`config.mk`:
```
export PLATFORM = sky130hd
export DESIGN_NAME = mcs_decoder
export DESIGN_NICKNAME = d
export VERILOG_FILES = /design/src/mcs_pkg.sv /design/src/mcs_bank.sv /design/src/mcs_decoder.sv
export SDC_FILE = /design/constraint.sdc
export NUM_CORES = 1
export LEC_CHECK = 0
export ABC_AREA = 1
export BUFFER_PORTS_ARGS = -buffer_cell sky130_fd_sc_hd__buf_2
export CORE_ASPECT_RATIO = 1.1
export CORE_MARGIN = 5
export CORE_UTILIZATION = 60
export DETAILED_ROUTE_END_ITERATION = 8
export MAX_ROUTING_LAYER = met4
export PLACE_DENSITY_LB_ADDON = 0.25
export SETUP_SLACK_MARGIN = 0.5
export SKIP_LAST_GASP = 1
export SYNTH_ARGS = -nofsm -noshare
export SYNTH_HDL_FRONTEND = slang
export SYNTH_SLANG_ARGS = --single-unit
```
`constraint.sdc`:
```
create_clock -name clk -period 2.45 [get_ports clk]
set_input_delay 0 -clock clk [delete_from_list [all_inputs] [get_ports clk]]
set_output_delay 0 -clock clk [all_outputs]
set_load 0.02 [all_outputs]
```
`src/mcs_pkg.sv`:
```
package mcs_pkg;

	localparam int NUM_BANKS  = 8;
	localparam int NUM_GROUPS = 4;
	localparam int CMP_LSB    = 15;

	// bank register layout, stride per bank
	localparam logic [7:0] BANK_STRIDE  = 8'h20;
	localparam logic [7:0] OFS_BASE_LO  = 8'h00;
	localparam logic [7:0] OFS_BASE_HI  = 8'h04;
	localparam logic [7:0] OFS_MASK_LO  = 8'h08;
	localparam logic [7:0] OFS_MASK_HI  = 8'h0C;
	localparam logic [7:0] OFS_CTRL     = 8'h10;
	localparam logic [7:0] OFS_STATUS   = 8'hFC;

	// reset values
	localparam logic [11:0] BASE_HI_EVEN_RST = 12'hFC0;
	localparam logic [11:0] BASE_HI_ODD_RST  = 12'hFF0;
	localparam logic [15:0] BASE_LO_RST      = 16'h0000;
	localparam logic [15:0] MASK_HI_RST      = 16'hFFFF;
	localparam logic [15:0] MASK_LO_RST      = 16'h8000;

	// writable bits of the lower halves
	localparam logic [15:0] BASE_LO_KEEP = 16'h8000;
	localparam logic [15:0] MASK_LO_KEEP = 16'hE000;

	// control register fields
	localparam int STYLE_LSB = 8;
	localparam int WIDTH_LSB = 6;

	// bus timing styles
	localparam logic [3:0] STYLE_CARD_MEM   = 4'hB;
	localparam logic [3:0] STYLE_CARD_IO    = 4'hA;
	localparam logic [3:0] STYLE_M_IO       = 4'h9;
	localparam logic [3:0] STYLE_I_IO       = 4'h8;
	localparam logic [3:0] STYLE_LATCH_MEM  = 4'h2;
	localparam logic [3:0] STYLE_BUFFER_MEM = 4'h1;
	localparam logic [3:0] STYLE_REG_MEM    = 4'h0;

	// port width codes
	localparam logic [1:0] WIDTH_32 = 2'h0;
	localparam logic [1:0] WIDTH_8  = 2'h1;
	localparam logic [1:0] WIDTH_16 = 2'h2;
	localparam logic [1:0] WIDTH_64 = 2'h3;

	localparam logic [1:0] RESP_OKAY   = 2'h0;
	localparam logic [1:0] RESP_DECERR = 2'h3;

	typedef enum {
		SLOT_NONE, SLOT_BASE_LO, SLOT_BASE_HI,
		SLOT_MASK_LO, SLOT_MASK_HI, SLOT_CTRL, SLOT_STATUS
	} mcs_slot_t;

	typedef struct packed {
		logic [15:0] base_hi;
		logic [15:0] base_lo;
		logic [15:0] mask_hi;
		logic [15:0] mask_lo;
		logic [3:0]  style;
		logic [1:0]  width;
	} mcs_bank_regs_t;

	typedef struct packed {
		logic [3:0] style;
		logic [1:0] width;
	} mcs_sel_t;

	typedef struct packed {
		logic        awvalid;
		logic [7:0]  awaddr;
		logic        wvalid;
		logic [31:0] wdata;
		logic [3:0]  wstrb;
		logic        bready;
		logic        arvalid;
		logic [7:0]  araddr;
		logic        rready;
	} mcs_axi_m2s_t;

	typedef struct packed {
		logic        awready;
		logic        wready;
		logic        bvalid;
		logic [1:0]  bresp;
		logic        arready;
		logic        rvalid;
		logic [31:0] rdata;
		logic [1:0]  rresp;
	} mcs_axi_s2m_t;

endpackage

```
`src/mcs_bank.sv`:
```
`timescale 1ns/1ps
module mcs_bank
	import mcs_pkg::*;
#(
	parameter logic [2:0] BANK = 3'h0
) (
	input  wire logic           clk,
	input  wire logic           rst_b,
	input  wire logic           interleave_boot,
	input  wire logic [1:0]     boot_width,
	input  wire logic           wr_en,
	input  mcs_slot_t           wr_slot,
	input  wire logic [15:0]    wr_data,
	input  wire logic [1:0]     wr_strb,
	input  wire logic [3:0]     grp_base_top,
	input  wire logic [3:0]     grp_mask_top,
	input  wire logic [31:0]    mem_addr,
	output mcs_bank_regs_t      regs,
	output logic                hit
);

	localparam logic [3:0] GRP_TOP = {2'h0, BANK[2:1]} + 4'h1;

	logic [16:0] eff_base;
	logic [16:0] eff_mask;

	function automatic logic [15:0] merge(input logic [15:0] old,
		input logic [15:0] nw, input logic [1:0] strb);
		merge = {strb[1] ? nw[15:8] : old[15:8],
			strb[0] ? nw[7:0] : old[7:0]};
	endfunction

	// base pair, odd bank follows even when interleaved at boot
	always_ff @(posedge clk) begin
		if (!rst_b) begin
			regs.base_lo <= BASE_LO_RST;
			if (BANK[0] && !interleave_boot) begin
				regs.base_hi <= {GRP_TOP, BASE_HI_ODD_RST};
			end else begin
				regs.base_hi <= {GRP_TOP, BASE_HI_EVEN_RST};
			end
		end else if (wr_en && wr_slot == SLOT_BASE_HI) begin
			regs.base_hi <= merge(regs.base_hi, wr_data, wr_strb);
		end else if (wr_en && wr_slot == SLOT_BASE_LO) begin
			regs.base_lo <= merge(regs.base_lo, wr_data, wr_strb)
				& BASE_LO_KEEP;
		end
	end

	// mask pair
	always_ff @(posedge clk) begin
		if (!rst_b) begin
			regs.mask_hi <= MASK_HI_RST;
			regs.mask_lo <= MASK_LO_RST;
		end else if (wr_en && wr_slot == SLOT_MASK_HI) begin
			regs.mask_hi <= merge(regs.mask_hi, wr_data, wr_strb);
		end else if (wr_en && wr_slot == SLOT_MASK_LO) begin
			regs.mask_lo <= merge(regs.mask_lo, wr_data, wr_strb)
				& MASK_LO_KEEP;
		end
	end

	// control, may change at any time
	always_ff @(posedge clk) begin
		if (!rst_b) begin
			regs.style <= interleave_boot ? STYLE_LATCH_MEM
				: STYLE_REG_MEM;
			regs.width <= ~boot_width;
		end else if (wr_en && wr_slot == SLOT_CTRL) begin
			if (wr_strb[1]) begin
				regs.style <= wr_data[STYLE_LSB +: 4];
			end
			if (wr_strb[0]) begin
				regs.width <= wr_data[WIDTH_LSB +: 2];
			end
		end
	end

	// group top bits come from the even bank
	assign eff_base = {grp_base_top, regs.base_hi[11:0],
		regs.base_lo[15]};
	assign eff_mask = {grp_mask_top, regs.mask_hi[11:0],
		regs.mask_lo[15]};
	assign hit = (((mem_addr[31:CMP_LSB] ^ eff_base) & eff_mask)
		== 17'h00000);

endmodule // mcs_bank

```
`src/mcs_decoder.sv`:
```
`timescale 1ns/1ps
module mcs_decoder
	import mcs_pkg::*;
(
	input  wire logic        clk,
	input  wire logic        rst_b,
	input  wire logic        interleave_boot,
	input  wire logic [1:0]  boot_width,
	input  mcs_axi_m2s_t     axi_in,
	output mcs_axi_s2m_t     axi_out,
	input  wire logic        mem_cycle,
	input  wire logic [31:0] mem_addr,
	output logic [7:0]       bank_select_n,
	output mcs_sel_t         sel
);

	typedef struct packed {
		mcs_slot_t  slot;
		logic [2:0] bank;
	} mcs_dec_t;

	mcs_bank_regs_t regs [NUM_BANKS];
	logic [7:0]     hit;
	logic [7:0]     hit_adj;
	logic [7:0]     next_select;
	mcs_sel_t       next_sel;
	logic           boot_il;

	logic           aw_held;
	logic [7:0]     aw_addr;
	logic           w_held;
	logic [31:0]    w_data;
	logic [3:0]     w_strb;
	logic           do_write;
	mcs_dec_t       wr_dec;
	mcs_dec_t       rd_dec;
	logic [31:0]    next_rdata;

	// register slot from a byte address
	function automatic mcs_dec_t decode_slot(input logic [7:0] addr);
		mcs_dec_t d;
		logic [7:0] ofs;
		d.bank = addr[7:5];
		ofs = addr & (BANK_STRIDE - 8'h01);
		if (addr == OFS_STATUS) begin
			d.slot = SLOT_STATUS;
		end else if (ofs == OFS_BASE_LO) begin
			d.slot = SLOT_BASE_LO;
		end else if (ofs == OFS_BASE_HI) begin
			d.slot = SLOT_BASE_HI;
		end else if (ofs == OFS_MASK_LO) begin
			d.slot = SLOT_MASK_LO;
		end else if (ofs == OFS_MASK_HI) begin
			d.slot = SLOT_MASK_HI;
		end else if (ofs == OFS_CTRL) begin
			d.slot = SLOT_CTRL;
		end else begin
			d.slot = SLOT_NONE;
		end
		return d;
	endfunction

	// boot strap seen while held in reset
	always_ff @(posedge clk) begin
		if (!rst_b) begin
			boot_il <= interleave_boot;
		end
	end

	// write address and data taken in either order
	assign axi_out.awready = !aw_held && !axi_out.bvalid;
	assign axi_out.wready  = !w_held && !axi_out.bvalid;
	assign do_write        = aw_held && w_held && !axi_out.bvalid;
	assign wr_dec          = decode_slot(aw_addr);

	always_ff @(posedge clk) begin
		if (!rst_b) begin
			aw_held <= 1'b0;
			aw_addr <= 8'h00;
		end else if (axi_in.awvalid && axi_out.awready) begin
			aw_held <= 1'b1;
			aw_addr <= axi_in.awaddr;
		end else if (do_write) begin
			aw_held <= 1'b0;
		end
	end

	always_ff @(posedge clk) begin
		if (!rst_b) begin
			w_held <= 1'b0;
			w_data <= 32'h00000000;
			w_strb <= 4'h0;
		end else if (axi_in.wvalid && axi_out.wready) begin
			w_held <= 1'b1;
			w_data <= axi_in.wdata;
			w_strb <= axi_in.wstrb;
		end else if (do_write) begin
			w_held <= 1'b0;
		end
	end

	// write response
	always_ff @(posedge clk) begin
		if (!rst_b) begin
			axi_out.bvalid <= 1'b0;
			axi_out.bresp  <= RESP_OKAY;
		end else if (do_write) begin
			axi_out.bvalid <= 1'b1;
			if (wr_dec.slot == SLOT_NONE || wr_dec.slot == SLOT_STATUS) begin
				axi_out.bresp <= RESP_DECERR;
			end else begin
				axi_out.bresp <= RESP_OKAY;
			end
		end else if (axi_in.bready) begin
			axi_out.bvalid <= 1'b0;
		end
	end

	// the eight banks
	generate
		for (genvar b = 0; b < NUM_BANKS; b++) begin : g_bank
			localparam int EVEN = b - (b % 2);
			mcs_bank #(
				.BANK(3'(b))
			) u_bank (
				.clk            (clk),
				.rst_b          (rst_b),
				.interleave_boot(interleave_boot),
				.boot_width     (boot_width),
				.wr_en          (do_write && wr_dec.bank == 3'(b)),
				.wr_slot        (wr_dec.slot),
				.wr_data        (w_data[15:0]),
				.wr_strb        (w_strb[1:0]),
				.grp_base_top   (regs[EVEN].base_hi[15:12]),
				.grp_mask_top   (regs[EVEN].mask_hi[15:12]),
				.mem_addr       (mem_addr),
				.regs           (regs[b]),
				.hit            (hit[b])
			);
		end
	endgenerate

	// 64-bit pairs alternate on address bit 2
	generate
		for (genvar g = 0; g < NUM_GROUPS; g++) begin : g_pair
			logic pair_il;
			assign pair_il = regs[2*g].width == WIDTH_64 && hit[2*g]
				&& hit[2*g+1];
			assign hit_adj[2*g]   = hit[2*g] && !(pair_il && mem_addr[2]);
			assign hit_adj[2*g+1] = hit[2*g+1] && !(pair_il && !mem_addr[2]);
		end
	endgenerate

	// lowest-numbered matching bank wins
	always_comb begin
		next_select = 8'h00;
		next_sel    = '{style: STYLE_REG_MEM, width: WIDTH_32};
		if (mem_cycle) begin
			for (int i = NUM_BANKS - 1; i >= 0; i--) begin
				if (hit_adj[i]) begin
					next_select = 8'h01 << i;
					next_sel    = '{style: regs[i].style,
						width: regs[i].width};
				end
			end
		end
	end

	always_ff @(posedge clk) begin
		if (!rst_b) begin
			bank_select_n <= 8'hFF;
		end else begin
			bank_select_n <= ~next_select;
		end
	end

	always_ff @(posedge clk) begin
		if (!rst_b) begin
			sel <= '{style: STYLE_REG_MEM, width: WIDTH_32};
		end else begin
			sel <= next_sel;
		end
	end

	// read channel
	assign axi_out.arready = !axi_out.rvalid;
	assign rd_dec          = decode_slot(axi_in.araddr);

	always_comb begin
		next_rdata = 32'h00000000;
		case (rd_dec.slot)
			SLOT_BASE_LO: next_rdata[15:0] = regs[rd_dec.bank].base_lo;
			SLOT_BASE_HI: next_rdata[15:0] = regs[rd_dec.bank].base_hi;
			SLOT_MASK_LO: next_rdata[15:0] = regs[rd_dec.bank].mask_lo;
			SLOT_MASK_HI: next_rdata[15:0] = regs[rd_dec.bank].mask_hi;
			SLOT_CTRL: begin
				next_rdata[STYLE_LSB +: 4] = regs[rd_dec.bank].style;
				next_rdata[WIDTH_LSB +: 2] = regs[rd_dec.bank].width;
			end
			SLOT_STATUS: next_rdata[8:0] = {boot_il, ~bank_select_n};
			default: next_rdata = 32'h00000000;
		endcase
	end

	always_ff @(posedge clk) begin
		if (!rst_b) begin
			axi_out.rvalid <= 1'b0;
			axi_out.rdata  <= 32'h00000000;
			axi_out.rresp  <= RESP_OKAY;
		end else if (axi_in.arvalid && axi_out.arready) begin
			axi_out.rvalid <= 1'b1;
			axi_out.rdata  <= next_rdata;
			if (rd_dec.slot == SLOT_NONE) begin
				axi_out.rresp <= RESP_DECERR;
			end else begin
				axi_out.rresp <= RESP_OKAY;
			end
		end else if (axi_in.rready) begin
			axi_out.rvalid <= 1'b0;
		end
	end

	logic [31:0] base0;
	logic [31:0] base1;
	logic [31:0] mask0;
	assign base0 = {regs[0].base_hi, regs[0].base_lo};
	assign base1 = {regs[1].base_hi, regs[1].base_lo};
	assign mask0 = {regs[0].mask_hi, regs[0].mask_lo};
endmodule // mcs_decoder

```
==> reports/metrics.cfg <==
[min_path]
worstHoldPathType=input port to register

[yosys]
async_reset_ff_share_pct=0
yosysMostFrequentCell=nand2_1
yosys-top-cells-count=nand2_1 (597), a21oi_1 (321), o21ai_0 (310)
ys.flop_type=dfxtp_1
synth.largest_area_cell=dfxtp_1
avgSynthCellArea_um2=7.40
synth_area_leaders=dfxtp_1 (29%), edfxtp_1 (17%), nand2_1 (11%)
synthCells=2700
ys_ff_latch=399
synth-edff-count=113
ys_types=54
ys_warn_count=0
netlist.area_leader.share_pct=28.7
synth_area_um2=20000
yosysSeqAreaShare_pct=45.7

[worst_setup_path]
endpoint_kind=register
criticalPathCategory=register to register
arrival_ns=2.66
slowest_stage=edfxtp_1
worstPathMaxFanout=6
critPathMostFrequentCell=nand2_1
slowest_delay_ns=0.42
cp.required_ns=2.89
setup.worst_path.start_class=register
path_cells=nor2_2 > nor2_4 > a21oi_4 > nand4_4 > nor3_4 > nand2_2 > o21bai_4 > nor2_1 > a21oi_1 > nand2_1 > nand2_1 > nand2_1

[route]
drtAntennaViolNets=0
wire_per_inst_um=22.1
wirelength_um=73600
vias_per_cell=6.21
drc=0
drtIter0Drc=2589
num_vias=20700
dr.pass1.iters=7

[pwr]
finalPower_mw=15.8
power.leakage_nw=10.8
powerDensity_nw_per_um2=659
ir_drop_mv=0.589

[placed_design]
post-dp-hpwl_um=48800
place_inst=3168
gp_congestion=1.03
portBuffers=101

[clocking]
clockBufferDepth=3
clockRootBuffer=clkbuf_16
cts_buffers=44
cts_sinks=399
insertion_delay_ns=0.56
h-tree-depth=2
tritoncts=done
cts.clk_slew.worst_paths_ns=0.06

[global_route]
grt_max_degree=88
grt_usage_pct=39.3
grt_pass1_vias=19200
antenna_found_initial=1
overflow=0
grt_pass1_wl_um=110000

[timing]
fmax_mhz=450
tightest_slew_ns=0.964
rsz0062_at_grt=true
fin_crit_sh_pct=90.6
setup_tns_ns=0
hold_viol_final=0
setup_viol=0
skew_ns=0.0168
slew_headroom_pct=35.0
slew_violations=0
period_minus_slack_ns=2.22

[floorplanning]
die-area_um2=37000
core-area_um2=33100
ios=150
die_y_um=201
initial_core_util_pct=60.3
die_w_um=184
num_rows=70

[run_status]
outcome=completed

[final_layout]
regArea_um2=9130
drive_gt1_share_pct=16.5
syn_to_final_growth_pct=19.9
nets=2958
fillCellCount=2657
final_cell_count_no_fill=3330
multiInputGateArea_um2=9640

[run]
max_cap_viol_count=0

==> worst max-delay path: cells and delay by family, from the launching register on <==
kind | cells | cell delay (ns)
simple gates | 9 | 1.11
compound gates | 3 | 0.56
flops | 1 | 0.42
==> per-layer routing <==
metal	global-route usage [%]	up-vias	routed length, µm	part of all wire (%)
met4	20.4	0	4920	6.7
met3	8.05	294	8450	11
met2	59.5	1377	32900	45
met1	49.6	9525	27400	37
li1	-	9467	-	-
met5	-	-	0	0
==> final cells by class <==
type | instances | share of cell area (%)
flip-flops and latches | 399 | 38.1
inverters | 247 | 3.97
multi-input cells | 1891 | 40.3
clock buffers | 63 | 5.33
repair buffers | 280 | 9.14
clock inverters | 17 | 0.862
well taps | 432 | 2.26
diodes | 1 | 0.0105
==> final timing paths <==
check                                                from               end  slack [ns]  depth (start not counted)
worst max-delay path            g_bank[3].u_bank.regs[58]            sel[0]        0.23                         12
worst min-delay path                          mem_addr[2]  bank_select_n[3]        0.08                          4
worst max register to register  g_bank[3].u_bank.regs[58]            sel[0]        0.23                         12
worst min register to register                 axi_out[9]        axi_out[9]        0.47                          2
==> through the flow <==
stage	worst slack, ns	utilization (%)	hold slack [ns]	area (µm²)
after detailed placement	0.0494	63.7	0.237	21100
after CTS	0.256	70.8	0.00363	23400
final	0.229	72.3	0.0755	23900
after global placement	0.0874	63.7	0.234	21100
after floorplan	0.329	-	0.0989	20000
after global routing	0.158	72.3	0.0902	23900
==> report_power, final <==
part / internal (mW) / switching, mW / total [mW]
clock: 4.13 / 2.74 / 6.87
sequential: 7.00 / 0.145 / 7.14
combinational: 0.497 / 1.26 / 1.76
total: 11.6 / 4.14 / 15.8
==> flip-flops by register name (all words and copies together) (netlist names) <==
signal,cells
w_held,1
aw_held,1
axi_out,20
g_bank.u_bank.regs,336
sel,6
aw_addr,8
bank_select_n,8
w_data,16
w_strb,2
boot_il,1
==> layout by cell type (no fill, tap or decap), types with 46 or more instances in the layout <==
cell type / n
o211ai_1: 135
edfxtp_1: 113
inv_1: 207
buf_2: 99
clkbuf_16: 46
nor2_1: 195
o21ai_0: 283
dfxtp_1: 276
buf_4: 112
a21oi_1: 316
nand2_1: 578
nand3_1: 129
==> repair_timing <==
item                       4_1_cts  5_1_grt
setup endpoints to repair      126      274
hold endpoints to repair        66        6
gates resized for setup         96       91
pin swaps                       39       49
setup buffers                   17       22
hold buffers                    40        1
gates cloned                     1        0
==> cells by family (layout without fill, tap and decap cells) <==
kind of cell / count (synthesis) / after routing / synth area share, %
XOR/XNOR: 4 / 4 / 0.175
AO/OA/AOI/OAI: 827 / 827 / 23.4
AND/OR/NAND/NOR: 1044 / 1044 / 21.8
other: 1 / 17 / 0.0188
flip-flops: 399 / 399 / 45.7
buffers and inverters: 425 / 607 / 8.95
No activity file was read; power rests on OpenSTA's default activity.
